## config.mk

```make
export PLATFORM = sky130hd
export DESIGN_NAME = rca_calendar_alarm
export DESIGN_NICKNAME = d
export VERILOG_FILES = /design/src/common/rca_pkg.sv /design/src/rtl/rca_calendar_alarm.sv
export SDC_FILE = /design/constraint.sdc
export NUM_CORES = 1
export LEC_CHECK = 0
export ABC_CLOCK_PERIOD_IN_PS = 3300
export BUFFER_PORTS_ARGS = -buffer_cell sky130_fd_sc_hd__buf_2
export CELL_PAD_IN_SITES_DETAIL_PLACEMENT = 0
export CELL_PAD_IN_SITES_GLOBAL_PLACEMENT = 2
export CORE_MARGIN = 2
export CORE_UTILIZATION = 34
export CTS_CLUSTER_DIAMETER = 50
export DETAILED_ROUTE_END_ITERATION = 8
export PLACE_DENSITY = 0.9
export SETUP_SLACK_MARGIN = 0.1
export SYNTH_ARGS = -nofsm -noshare
export SYNTH_HDL_FRONTEND = slang
export SYNTH_SLANG_ARGS = --single-unit
```

## constraint.sdc

```tcl
create_clock -name SYS_CLK -period 3.3 [get_ports SYS_CLK]
set_clock_uncertainty 0.1 [all_clocks]
set_input_delay 0.165 -clock SYS_CLK [delete_from_list [all_inputs] [get_ports SYS_CLK]]
set_output_delay 0.165 -clock SYS_CLK [all_outputs]
set_load 0.05 [all_outputs]
```

## src/common/rca_pkg.sv

```systemverilog
package rca_pkg;

    // Register byte offsets
    localparam logic [7:0] OFS_CTRL  = 8'h00;
    localparam logic [7:0] OFS_ALCTL = 8'h04;
    localparam logic [7:0] OFS_DATE  = 8'h08;
    localparam logic [7:0] OFS_ATIME = 8'h0C;
    localparam logic [7:0] OFS_ADATE = 8'h10;
    localparam logic [7:0] OFS_ISTAT = 8'h14;
    localparam logic [7:0] OFS_ICLR  = 8'h18;
    localparam logic [7:0] OFS_IEN   = 8'h1C;

    // Writable bits per register; all others read as zero
    localparam logic [31:0] CTRL_MASK  = 32'h0000_0008;
    localparam logic [31:0] ALCTL_MASK = 32'h0000_CFFF;
    localparam logic [31:0] DATE_MASK  = 32'hFF1F_3F07;
    localparam logic [31:0] ATIME_MASK = 32'h3F7F_7F00;
    localparam logic [31:0] ADATE_MASK = 32'h001F_3F07;
    localparam logic [31:0] IRQ_MASK   = 32'h0000_0003;

    // Field positions
    localparam int CTRL_WREN_BIT   = 3;
    localparam int ALCTL_EN_BIT    = 15;
    localparam int ALCTL_CHIME_BIT = 14;
    localparam int ALCTL_MASK_LSB  = 8;
    localparam int ALCTL_RPT_LSB   = 0;
    localparam int IRQ_ALARM_BIT   = 0;
    localparam int IRQ_REFUSE_BIT  = 1;
    localparam int WDAY_LSB        = 0;

    // Largest weekday value
    localparam logic [2:0] WDAY_MAX = 3'h6;

    // Reset values
    localparam logic [31:0] REG_RESET = 32'h0000_0000;

    // Alarm match mask codes
    localparam logic [3:0] AM_HALFSEC = 4'h0;
    localparam logic [3:0] AM_SEC     = 4'h1;
    localparam logic [3:0] AM_TENSEC  = 4'h2;
    localparam logic [3:0] AM_MIN     = 4'h3;
    localparam logic [3:0] AM_TENMIN  = 4'h4;
    localparam logic [3:0] AM_HOUR    = 4'h5;
    localparam logic [3:0] AM_DAY     = 4'h6;
    localparam logic [3:0] AM_WEEK    = 4'h7;
    localparam logic [3:0] AM_MONTH   = 4'h8;
    localparam logic [3:0] AM_YEAR    = 4'h9;

endpackage

```

## src/rtl/rca_calendar_alarm.sv

```systemverilog
// The implementer's own choices: register access over Wishbone and the address map.
`timescale 1ns/1ps

module rca_calendar_alarm
(
    // Clock and reset
    input  wire logic        SYS_CLK,
    input  wire logic        ARST_N,
    // Wishbone slave
    input  wire logic        WB_CYC_I,
    input  wire logic        WB_STB_I,
    input  wire logic        WB_WE_I,
    input  wire logic [7:0]  WB_ADR_I,
    input  wire logic [3:0]  WB_SEL_I,
    input  wire logic [31:0] WB_DAT_I,
    output logic      [31:0] WB_DAT_O,
    output logic             WB_ACK_O,
    // Running time from the timekeeper
    input  wire logic        SEC_TICK,
    input  wire logic [31:0] RUN_TIME,
    // Events
    output logic             ALARM_EVT,
    output logic             IRQ
);

    logic        ack_q;
    logic [31:0] rdat_q;
    logic        irq_q;
    logic        evt_q;
    logic [31:0] ctrl_q;
    logic [31:0] date_q;
    logic [31:0] atime_q;
    logic [31:0] adate_q;
    logic        alm_en_q;
    logic        chime_q;
    logic [3:0]  alarm_match_mask_q;
    logic [7:0]  rpt_q;
    logic [1:0]  istat_q;
    logic [1:0]  ien_q;
    logic [1:0]  istat_d;
    logic [31:0] wmerge;
    logic [31:0] rd_mux;
    logic        req;
    logic        wr_go;
    logic        wr_ctrl;
    logic        wr_alctl;
    logic        wr_date;
    logic        wr_atime;
    logic        wr_adate;
    logic        wr_iclr;
    logic        wr_ien;
    logic        wren;
    logic        refuse;
    logic        match;
    logic        fire;
    logic [31:0] alctl_rd;
    logic [31:0] date_wv;
    logic [31:0] adate_wv;

    // Bus handshake
    assign req   = WB_CYC_I & WB_STB_I;
    assign wr_go = req & WB_WE_I & ack_q;
    assign wren  = ctrl_q[rca_pkg::CTRL_WREN_BIT];

    // Byte lane merge against the addressed register
    genvar gi;
    generate
        for (gi = 0; gi < 4; gi++)
        begin : g_lane
            assign wmerge[8*gi +: 8] = WB_SEL_I[gi] ? WB_DAT_I[8*gi +: 8] : rd_mux[8*gi +: 8];
        end
    endgenerate

    // Address decode
    assign wr_ctrl  = wr_go && (WB_ADR_I == rca_pkg::OFS_CTRL);
    assign wr_alctl = wr_go && (WB_ADR_I == rca_pkg::OFS_ALCTL);
    assign wr_date  = wr_go && (WB_ADR_I == rca_pkg::OFS_DATE) && wren;
    assign refuse   = wr_go && (WB_ADR_I == rca_pkg::OFS_DATE) && !wren;
    assign wr_atime = wr_go && (WB_ADR_I == rca_pkg::OFS_ATIME);
    assign wr_adate = wr_go && (WB_ADR_I == rca_pkg::OFS_ADATE);
    assign wr_iclr  = wr_go && (WB_ADR_I == rca_pkg::OFS_ICLR);
    assign wr_ien   = wr_go && (WB_ADR_I == rca_pkg::OFS_IEN);

    assign alctl_rd = {16'h0000, alm_en_q, chime_q, 2'h0, alarm_match_mask_q, rpt_q};

    // Read multiplexer
    always_comb
    begin
        unique case (WB_ADR_I)
            rca_pkg::OFS_CTRL:  rd_mux = ctrl_q;
            rca_pkg::OFS_ALCTL: rd_mux = alctl_rd;
            rca_pkg::OFS_DATE:  rd_mux = date_q;
            rca_pkg::OFS_ATIME: rd_mux = atime_q;
            rca_pkg::OFS_ADATE: rd_mux = adate_q;
            rca_pkg::OFS_ISTAT: rd_mux = {30'h0, istat_q};
            rca_pkg::OFS_IEN:   rd_mux = {30'h0, ien_q};
            default:            rd_mux = 32'h0000_0000;
        endcase
    end

    // Ack one cycle after the request, data with it
    always_ff @(posedge SYS_CLK or negedge ARST_N)
    begin
        if (!ARST_N)
        begin
            ack_q  <= 1'b0;
            rdat_q <= rca_pkg::REG_RESET;
        end
        else
        begin
            ack_q  <= req & ~ack_q;
            rdat_q <= (req & ~ack_q & ~WB_WE_I) ? rd_mux : 32'h0000_0000;
        end
    end

    assign WB_ACK_O = ack_q;
    assign WB_DAT_O = rdat_q;

    // Control register
    always_ff @(posedge SYS_CLK or negedge ARST_N)
    begin
        if (!ARST_N)
            ctrl_q <= rca_pkg::REG_RESET;
        else if (wr_ctrl)
            ctrl_q <= wmerge & rca_pkg::CTRL_MASK;
    end

    // Weekday clamp on write
    always_comb
    begin
        date_wv  = wmerge & rca_pkg::DATE_MASK;
        adate_wv = wmerge & rca_pkg::ADATE_MASK;
        if (date_wv[2:0] > rca_pkg::WDAY_MAX)
            date_wv[2:0] = rca_pkg::WDAY_MAX;
        if (adate_wv[2:0] > rca_pkg::WDAY_MAX)
            adate_wv[2:0] = rca_pkg::WDAY_MAX;
    end

    // Calendar date
    always_ff @(posedge SYS_CLK or negedge ARST_N)
    begin
        if (!ARST_N)
            date_q <= rca_pkg::REG_RESET;
        else if (wr_date)
            date_q <= date_wv;
    end

    // Alarm time
    always_ff @(posedge SYS_CLK or negedge ARST_N)
    begin
        if (!ARST_N)
            atime_q <= rca_pkg::REG_RESET;
        else if (wr_atime)
            atime_q <= wmerge & rca_pkg::ATIME_MASK;
    end

    // Alarm date
    always_ff @(posedge SYS_CLK or negedge ARST_N)
    begin
        if (!ARST_N)
            adate_q <= rca_pkg::REG_RESET;
        else if (wr_adate)
            adate_q <= adate_wv;
    end

    // Field compare, selected by mask code
    always_comb
    begin
        logic sec_u;
        logic sec_f;
        logic min_u;
        logic min_f;
        logic hr_f;
        logic wd_f;
        logic md_f;
        logic mo_f;
        sec_u = RUN_TIME[11:8] == atime_q[11:8];
        sec_f = RUN_TIME[14:8] == atime_q[14:8];
        min_u = RUN_TIME[19:16] == atime_q[19:16];
        min_f = RUN_TIME[22:16] == atime_q[22:16];
        hr_f  = RUN_TIME[29:24] == atime_q[29:24];
        wd_f  = date_q[2:0] == adate_q[2:0];
        md_f  = date_q[13:8] == adate_q[13:8];
        mo_f  = date_q[20:16] == adate_q[20:16];
        case (alarm_match_mask_q)
            rca_pkg::AM_HALFSEC: match = 1'b1;
            rca_pkg::AM_SEC:     match = 1'b1;
            rca_pkg::AM_TENSEC:  match = sec_u;
            rca_pkg::AM_MIN:     match = sec_f;
            rca_pkg::AM_TENMIN:  match = min_u & sec_f;
            rca_pkg::AM_HOUR:    match = min_f & sec_f;
            rca_pkg::AM_DAY:     match = hr_f & min_f & sec_f;
            rca_pkg::AM_WEEK:    match = wd_f & hr_f & min_f & sec_f;
            rca_pkg::AM_MONTH:   match = md_f & hr_f & min_f & sec_f;
            rca_pkg::AM_YEAR:    match = mo_f & md_f & hr_f & min_f & sec_f;
            default:             match = 1'b0;
        endcase
    end

    assign fire = SEC_TICK & alm_en_q & match;

    // Alarm control: software write wins over hardware update
    always_ff @(posedge SYS_CLK or negedge ARST_N)
    begin
        if (!ARST_N)
        begin
            alm_en_q <= 1'b0;
            chime_q  <= 1'b0;
            alarm_match_mask_q  <= 4'h0;
            rpt_q    <= 8'h00;
        end
        else if (wr_alctl)
        begin
            alm_en_q <= wmerge[rca_pkg::ALCTL_EN_BIT];
            chime_q  <= wmerge[rca_pkg::ALCTL_CHIME_BIT];
            alarm_match_mask_q  <= wmerge[rca_pkg::ALCTL_MASK_LSB +: 4];
            rpt_q    <= wmerge[rca_pkg::ALCTL_RPT_LSB +: 8];
        end
        else if (fire)
        begin
            if (rpt_q != 8'h00 || chime_q)
                rpt_q <= rpt_q - 8'h01;
            if (rpt_q == 8'h00 && !chime_q)
                alm_en_q <= 1'b0;
        end
    end

    // Alarm event pulse
    always_ff @(posedge SYS_CLK or negedge ARST_N)
    begin
        if (!ARST_N)
            evt_q <= 1'b0;
        else
            evt_q <= fire;
    end

    assign ALARM_EVT = evt_q;

    // Sticky status; a new event beats a clear in the same cycle
    always_comb
    begin
        istat_d = istat_q;
        if (wr_iclr)
            istat_d = istat_q & ~wmerge[1:0];
        if (fire)
            istat_d[rca_pkg::IRQ_ALARM_BIT] = 1'b1;
        if (refuse)
            istat_d[rca_pkg::IRQ_REFUSE_BIT] = 1'b1;
    end

    always_ff @(posedge SYS_CLK or negedge ARST_N)
    begin
        if (!ARST_N)
            istat_q <= 2'h0;
        else
            istat_q <= istat_d;
    end

    always_ff @(posedge SYS_CLK or negedge ARST_N)
    begin
        if (!ARST_N)
            ien_q <= 2'h0;
        else if (wr_ien)
            ien_q <= wmerge[1:0];
    end

    always_ff @(posedge SYS_CLK or negedge ARST_N)
    begin
        if (!ARST_N)
            irq_q <= 1'b0;
        else
            irq_q <= |(istat_d & ien_q);
    end

    assign IRQ = irq_q;

    // Checks
    date_rsv_a: assert property (@(posedge SYS_CLK) disable iff (!ARST_N)
        (date_q & ~rca_pkg::DATE_MASK) == 32'h0)
        else $error("date reserved bits set");

    atime_rsv_a: assert property (@(posedge SYS_CLK) disable iff (!ARST_N)
        (atime_q & ~rca_pkg::ATIME_MASK) == 32'h0)
        else $error("alarm time reserved bits set");

    adate_rsv_a: assert property (@(posedge SYS_CLK) disable iff (!ARST_N)
        (adate_q & ~rca_pkg::ADATE_MASK) == 32'h0)
        else $error("alarm date reserved bits set");

    date_locked_a: assert property (@(posedge SYS_CLK) disable iff (!ARST_N)
        refuse |=> $stable(date_q))
        else $error("date changed while write enable clear");

    year_write_a: assert property (@(posedge SYS_CLK) disable iff (!ARST_N)
        (wr_date && WB_SEL_I[3]) |=> date_q[31:24] == $past(WB_DAT_I[31:24]))
        else $error("year digits not stored");

    month_write_a: assert property (@(posedge SYS_CLK) disable iff (!ARST_N)
        (wr_date && WB_SEL_I[2]) |=> date_q[20:16] == $past(WB_DAT_I[20:16]))
        else $error("month not stored");

    mday_write_a: assert property (@(posedge SYS_CLK) disable iff (!ARST_N)
        (wr_date && WB_SEL_I[1]) |=> date_q[13:8] == $past(WB_DAT_I[13:8]))
        else $error("day of month not stored");

    wday_range_a: assert property (@(posedge SYS_CLK) disable iff (!ARST_N)
        date_q[2:0] <= rca_pkg::WDAY_MAX)
        else $error("weekday out of range");

    awday_range_a: assert property (@(posedge SYS_CLK) disable iff (!ARST_N)
        adate_q[2:0] <= rca_pkg::WDAY_MAX)
        else $error("alarm weekday out of range");

    atime_write_a: assert property (@(posedge SYS_CLK) disable iff (!ARST_N)
        (wr_atime && WB_SEL_I == 4'hF)
        |=> atime_q == ($past(WB_DAT_I) & rca_pkg::ATIME_MASK))
        else $error("alarm time not stored");

    amonth_write_a: assert property (@(posedge SYS_CLK) disable iff (!ARST_N)
        (wr_adate && WB_SEL_I[2]) |=> adate_q[20:16] == $past(WB_DAT_I[20:16]))
        else $error("alarm month not stored");

    oneshot_off_a: assert property (@(posedge SYS_CLK) disable iff (!ARST_N)
        (fire && rpt_q == 8'h00 && !chime_q && !wr_alctl) |=> !alm_en_q)
        else $error("one-shot alarm stayed enabled");

    alarm_cause_a: assert property (@(posedge SYS_CLK) disable iff (!ARST_N)
        ALARM_EVT |-> $past(SEC_TICK) && $past(alm_en_q) && $past(match))
        else $error("alarm event without match");

    minute_match_a: assert property (@(posedge SYS_CLK) disable iff (!ARST_N)
        (SEC_TICK && alm_en_q && alarm_match_mask_q == rca_pkg::AM_MIN
         && RUN_TIME[14:8] != atime_q[14:8]) |=> !ALARM_EVT)
        else $error("minute alarm fired on wrong second");

    ack_pulse_a: assert property (@(posedge SYS_CLK) disable iff (!ARST_N)
        WB_ACK_O |=> !WB_ACK_O)
        else $error("ack held longer than one cycle");

    irq_follow_a: assert property (@(posedge SYS_CLK) disable iff (!ARST_N)
        (fire && ien_q[rca_pkg::IRQ_ALARM_BIT]) |=> IRQ [*2])
        else $error("interrupt not raised on enabled alarm");

    ack_latency_a: assert property (@(posedge SYS_CLK) disable iff (!ARST_N)
        (req && !ack_q) |=> WB_ACK_O)
        else $error("ack not given one cycle after request");

    refuse_flag_a: assert property (@(posedge SYS_CLK) disable iff (!ARST_N)
        refuse |=> istat_q[rca_pkg::IRQ_REFUSE_BIT])
        else $error("refused date write not flagged");

    alarm_status_a: assert property (@(posedge SYS_CLK) disable iff (!ARST_N)
        fire |=> istat_q[rca_pkg::IRQ_ALARM_BIT])
        else $error("alarm status not set on event");

    reserved_code_a: assert property (@(posedge SYS_CLK) disable iff (!ARST_N)
        (SEC_TICK && alarm_match_mask_q > rca_pkg::AM_YEAR) |=> !ALARM_EVT)
        else $error("reserved mask code raised an alarm");

endmodule

```

-- Word level (Yosys, flattened, before mapping)
Index checks and enable logic that the tools add are counted.
Widths: inputs -> output; s select.
- register bits after elaboration: 110
- bits in latches: 0
- RAM bits: 0
- bits in read-only memories: 0
- logic and storage cells: 107
- memories: 0
- add/subtract/negate cells: 1
- multipliers: 0
- divide/modulo/power cells: 0
- $lt $le $gt $ge: 1
- equal/unequal tests: 24
- shift operators: 0
- multiplexer cells: 17
- bitwise gates (word level): 26
- reductions and logical operators: 24
- operators by type and width (cell ; number):
    $pmux 32 s7 ; 1
    $mux 8 ; 6
    $eq 8x5->1 const B ; 4
    $mux 32 ; 1
    $and 1x1->1 ; 21
    $eq 4x3->1 const B ; 4
    $eq 8x4->1 const B ; 2
    $logic_not 8->1 ; 2
    $eq 7x7->1 ; 2
    $eq 6x6->1 ; 2
    $logic_and 1x1->1 ; 10
    $pmux 1 s9 ; 1
    $eq 4x2->1 const B ; 2
    $eq 4x4->1 ; 2
    $eq 4x4->1 const B ; 2
    $eq 8x3->1 const B ; 1
    $reduce_bool 8->1 ; 1
    $sub 8x1->8 const B ; 1
    $mux 7 ; 1
    $reduce_bool 2->1 ; 3
    $eq 5x5->1 ; 1
    $mux 1 ; 5
    $and 2x2->2 ; 2
    $eq 4x1->1 const B ; 1
    other kinds (11) ; 15

-- Longest topological paths before layout
- word-level depth: 10
- gate-level depth with buffers: 10
- mapped depth without buffers: 9

-- Worst setup path after synthesis
Ideal clock, no wire load.
- path type: reg2reg
- start point: register alarm_match_mask_q[1]
- end point: register rpt_q[3]
- setup time: 0.082 ns
- data arrival time: 2.509 ns
- required time: 3.118 ns
- path slack: 0.609 ns
- stages on the path, launching flop included: 9
- buffers on the path: 1
- period minus slack after synthesis: 2.691 ns
- cell sequence: dfrtp_1 -> or3b_4 -> a211oi_2 -> nand3_1 -> or4_1 -> o22a_1 -> buf_6 -> or4b_1 -> a31oi_1
- word-level cells in the longest chain between the ends: 6
- elaborated cells between the ends (all ways): 15
- classes of those cells: eq/ne: 9; mux: 1; bitwise: 1; reduce/logical: 4
- ends and longest elaborated chain (what ; RTL line ; RTL):
    from (decl) ; rca_calendar_alarm.sv:36 ; logic [3:0] alarm_match_mask_q;
    from (signal assigned) ; rca_calendar_alarm.sv:216 ; alarm_match_mask_q <= wmerge[rca_pkg::ALCTL_MASK_LSB +: 4];
    $eq 4x1->1 / $logic_not 4->1 (equally long branches) ; rca_calendar_alarm.sv:185 ; case (alarm_match_mask_q)
    $reduce_or 2->1 (no source line) ; -- ;
    $pmux 1 s9 (*) ; rca_calendar_alarm.sv:185 ;
    $and 1x1->1 (*) ; rca_calendar_alarm.sv:200 ; assign fire = SEC_TICK & alm_en_q & match;
    $reduce_bool 2->1 (no source line) (*) ; -- ;
    $reduce_and 2->1 (no source line) (*) ; -- ;
    to (signal assigned) ; rca_calendar_alarm.sv:217 ; rpt_q <= wmerge[rca_pkg::ALCTL_RPT_LSB +: 8];
    to (signal assigned) ; rca_calendar_alarm.sv:222 ; rpt_q <= rpt_q - 8'h01;
    to (decl) ; rca_calendar_alarm.sv:37 ; logic [7:0] rpt_q;
Every way passes the cells marked *; elsewhere a longest branch is shown, timed or not.
A chain may end at the register's enable or synchronous reset.

-- Final worst setup path
Same ends and word-level chain as after synthesis.

==> run_results.csv <==
group,metric,value,unit
die,die-area,16800,um^2
die,rows,45,
global_routing,grt_max_degree,56,
power,p_per_area,417,nW/um^2
sta,hold_viol_final,0,
synth,netlist.area_leader.share,50.9,%
global_routing,grt_pass1_vias,4335,
synth,synth.most_common_cell,"dfrtp_1",
synth,postSynthCellCount,526,
route,routed_wl,14.5,mm
cells_and_area,diodes,0,
route,num_vias,4345,
die,dieHeight,130,um
clock_tree,clock_tree.buffer_depth,2,
worst_setup_path,required,3.48,ns
clock_tree,clock-root-buffer,"clkbuf_16",
route,wl_per_cell,17.0,um
synth,synth_edf_count,0,
cells_and_area,area_growth,23.4,%
placed_design,io_buffers,102,
min_path,min_path_type,"input port to register",
synth,netlist_area,5360,um^2
synth,ys_top_cells_by_count,"dfrtp_1, nand2_1, mux2_2",
clock_tree,cts_sinks,109,
global_routing,track_usage,17.7,%
global_routing,antenna_found_initial,0,
sta,fin_crit,2.94,ns
synth,syn_nets,609,
route,detailedRoute.firstPassIterationCount,4,
synth,synth_ff_type,"dfrtp_1",
route,drc,0,
route,antenna_left,0,
power,p_leak,3.34,nW
worst_setup_path,rrSetupSlack,0.36,ns
sta,fmax,0.340,GHz
synth,synth.distinct_cells,50,
clock_tree,ctsResizeCount,0,
clock_tree,clock_latency,0.36,ns
cells_and_area,drive_gt1_share,28.4,%
route,drt_iter0_drc,316,
clock_tree,htreeDepth,3,
clock_tree,clkTransAtPathRegs,0.07,ns
route,viasPerCell,5.08,
synth,yosys_warnings,0,
worst_setup_path,critPathMaxFanout,10,
worst_setup_path,worstPathArrival,3.13,ns
placed_design,place_congestion,0.851,
die,io_pins,117,
synth,synth_top_area_cell,"dfrtp_1",
global_routing,globalRouteOverflowTotal,0,
cells_and_area,final_util,43.2,%
sta,rsz0062_at_grt,"no",
worst_setup_path,startpoint_type,"register",
clock_tree,cts_buffers,9,
cells_and_area,num-nets-final,722,
power,ir_drop,0.236,mV
global_routing,grt_pass1_wl,22.6,mm
sta,slew_violations,0,
clock_tree,postCtsSetupRepairBufs,0,
sta,relSlewSlack,39.8,%
synth,ys_seq_elements,109,
worst_setup_path,endpoint_kind,"register",
sta,setup_violations,0,
run,maxCapViolations,0,
die,core,15300,um^2
sta,tightest_slew,0.898,ns
synth,ys_seq_area_share,50.9,%
sta,tns,0,ns
outcome,status,"complete, no violations",
sta,period_share,89.2,%
placed_design,hpwlAfterDp,10.5,mm
worst_setup_path,setup.worst_path.class,"register to register",
clock_tree,cts_tree,"yes",
die,die_w,130,um
synth,async_reset_ff_share,100,%
synth,ys_top_cells_by_area,"dfrtp_1, mux2_2, nand2_1",
synth,avgSynthCellArea,10.2,um^2
die,initial_utilization,35.0,%
-- power by group --
part	internal, W	switching [W]	total [W]
Clock	0.000732	0.000500	0.00123
Sequential	0.00134	0.00000349	0.00134
Combinational	0.0000756	0.000110	0.000185
-- cell usage in the layout (no fill, tap or decap), types with 18 or more instances in the layout --
cell / instances
nand3_1: 18
dfrtp_1: 109
xnor2_1: 18
o21ai_0: 37
nor2_1: 23
and2_1: 22
buf_4: 18
buf_2: 101
nand2_1: 90
mux2_2: 43
-- critical path, stage by stage (launching register included) --
cell,delay (ns)
dfrtp_1,0.45
or3b_4,0.47
a211oi_2,0.18
nand3_1,0.12
or4_1,0.48
o22a_1,0.34
or4b_1,0.54
a31oi_1,0.18
-- logic make-up after synthesis --
family / count (synthesis) / synth area share, %
compound gates: 91 / 11.3
mux: 59 / 12.0
buf+inv: 36 / 2.75
other cells: 1 / 0.0700
simple gates: 195 / 17.2
fa+ha+maj: 1 / 0.233
flops: 109 / 50.9
xor+xnor: 34 / 5.56
-- routing by layer --
layer  routed length [um]  track usage [%]  vias up
met1                 6330             23.0     2158
li1                     -                -     2065
met4                  149             6.64        0
met2                 7360             30.0      110
met3                  680             2.77       12
met5                    0                0        -
-- path summary, 6_finish.rpt --
path	startpoint	cells past startpoint	to
max	alarm_match_mask_q[1]$_DFFE_PN0P_	7	rpt_q[3]$_DFFE_PN0P_
min	WB_DAT_I[7]	3	rpt_q[7]$_DFFE_PN0P_
max reg2reg	alarm_match_mask_q[1]$_DFFE_PN0P_	7	rpt_q[3]$_DFFE_PN0P_
min reg2reg	date_q[24]$_DFFE_PN0P_	2	date_q[24]$_DFFE_PN0P_
max in group asynchronous	ARST_N	3	atime_q[10]$_DFFE_PN0P_
min in group asynchronous	ARST_N	2	WB_DAT_O[5]$_DFF_PN0_
-- state kept, by name, indices dropped and copies added (netlist names) --
register,flops
istat_q,2
adate_q,14
ctrl_q,1
date_q,22
chime_q,1
ien_q,2
alarm_match_mask_q,4
ALARM_EVT,1
rpt_q,8
WB_ACK_O,1
alm_en_q,1
IRQ,1
atime_q,20
WB_DAT_O,31
-- through the flow --
| step | total power [W] | instance area, um^2 | cells | worst slack [ns] | hold WS (ns) |
|---|---|---|---|---|---|
| floorplan | 0.00144 | 5360 | 526 | 0.609 | -0.231 |
| global placement | 0.00155 | 6170 | 829 | 0.378 | 0.162 |
| detailed placement | 0.00155 | 6170 | 829 | 0.342 | 0.170 |
| CTS | 0.00278 | 6620 | 855 | 0.337 | 0.00187 |
| global route | 0.00285 | 6620 | 855 | 0.202 | 0.0115 |
| finish | 0.00276 | 6620 | 855 | 0.356 | 0.0106 |
-- repair_timing --
| item | in CTS | in global routing |
|---|---|---|
| hold endpoints to repair | 63 | 0 |
| setup endpoints to repair | 0 | 0 |
| hold buffers | 10 | 0 |
-- area by class of cell --
| type | instances | area, um^2 |
|---|---|---|
| fillers | 1500 | 8700 |
| flip-flops and latches | 109 | 2730 |
| multi-input cells | 381 | 2490 |
| repair buffers | 130 | 761 |
| clock buffers | 12 | 267 |
| well taps | 211 | 264 |
| clock inverters | 4 | 77.6 |
| inverters | 8 | 30.0 |
Power figures use the tool's default switching activity.
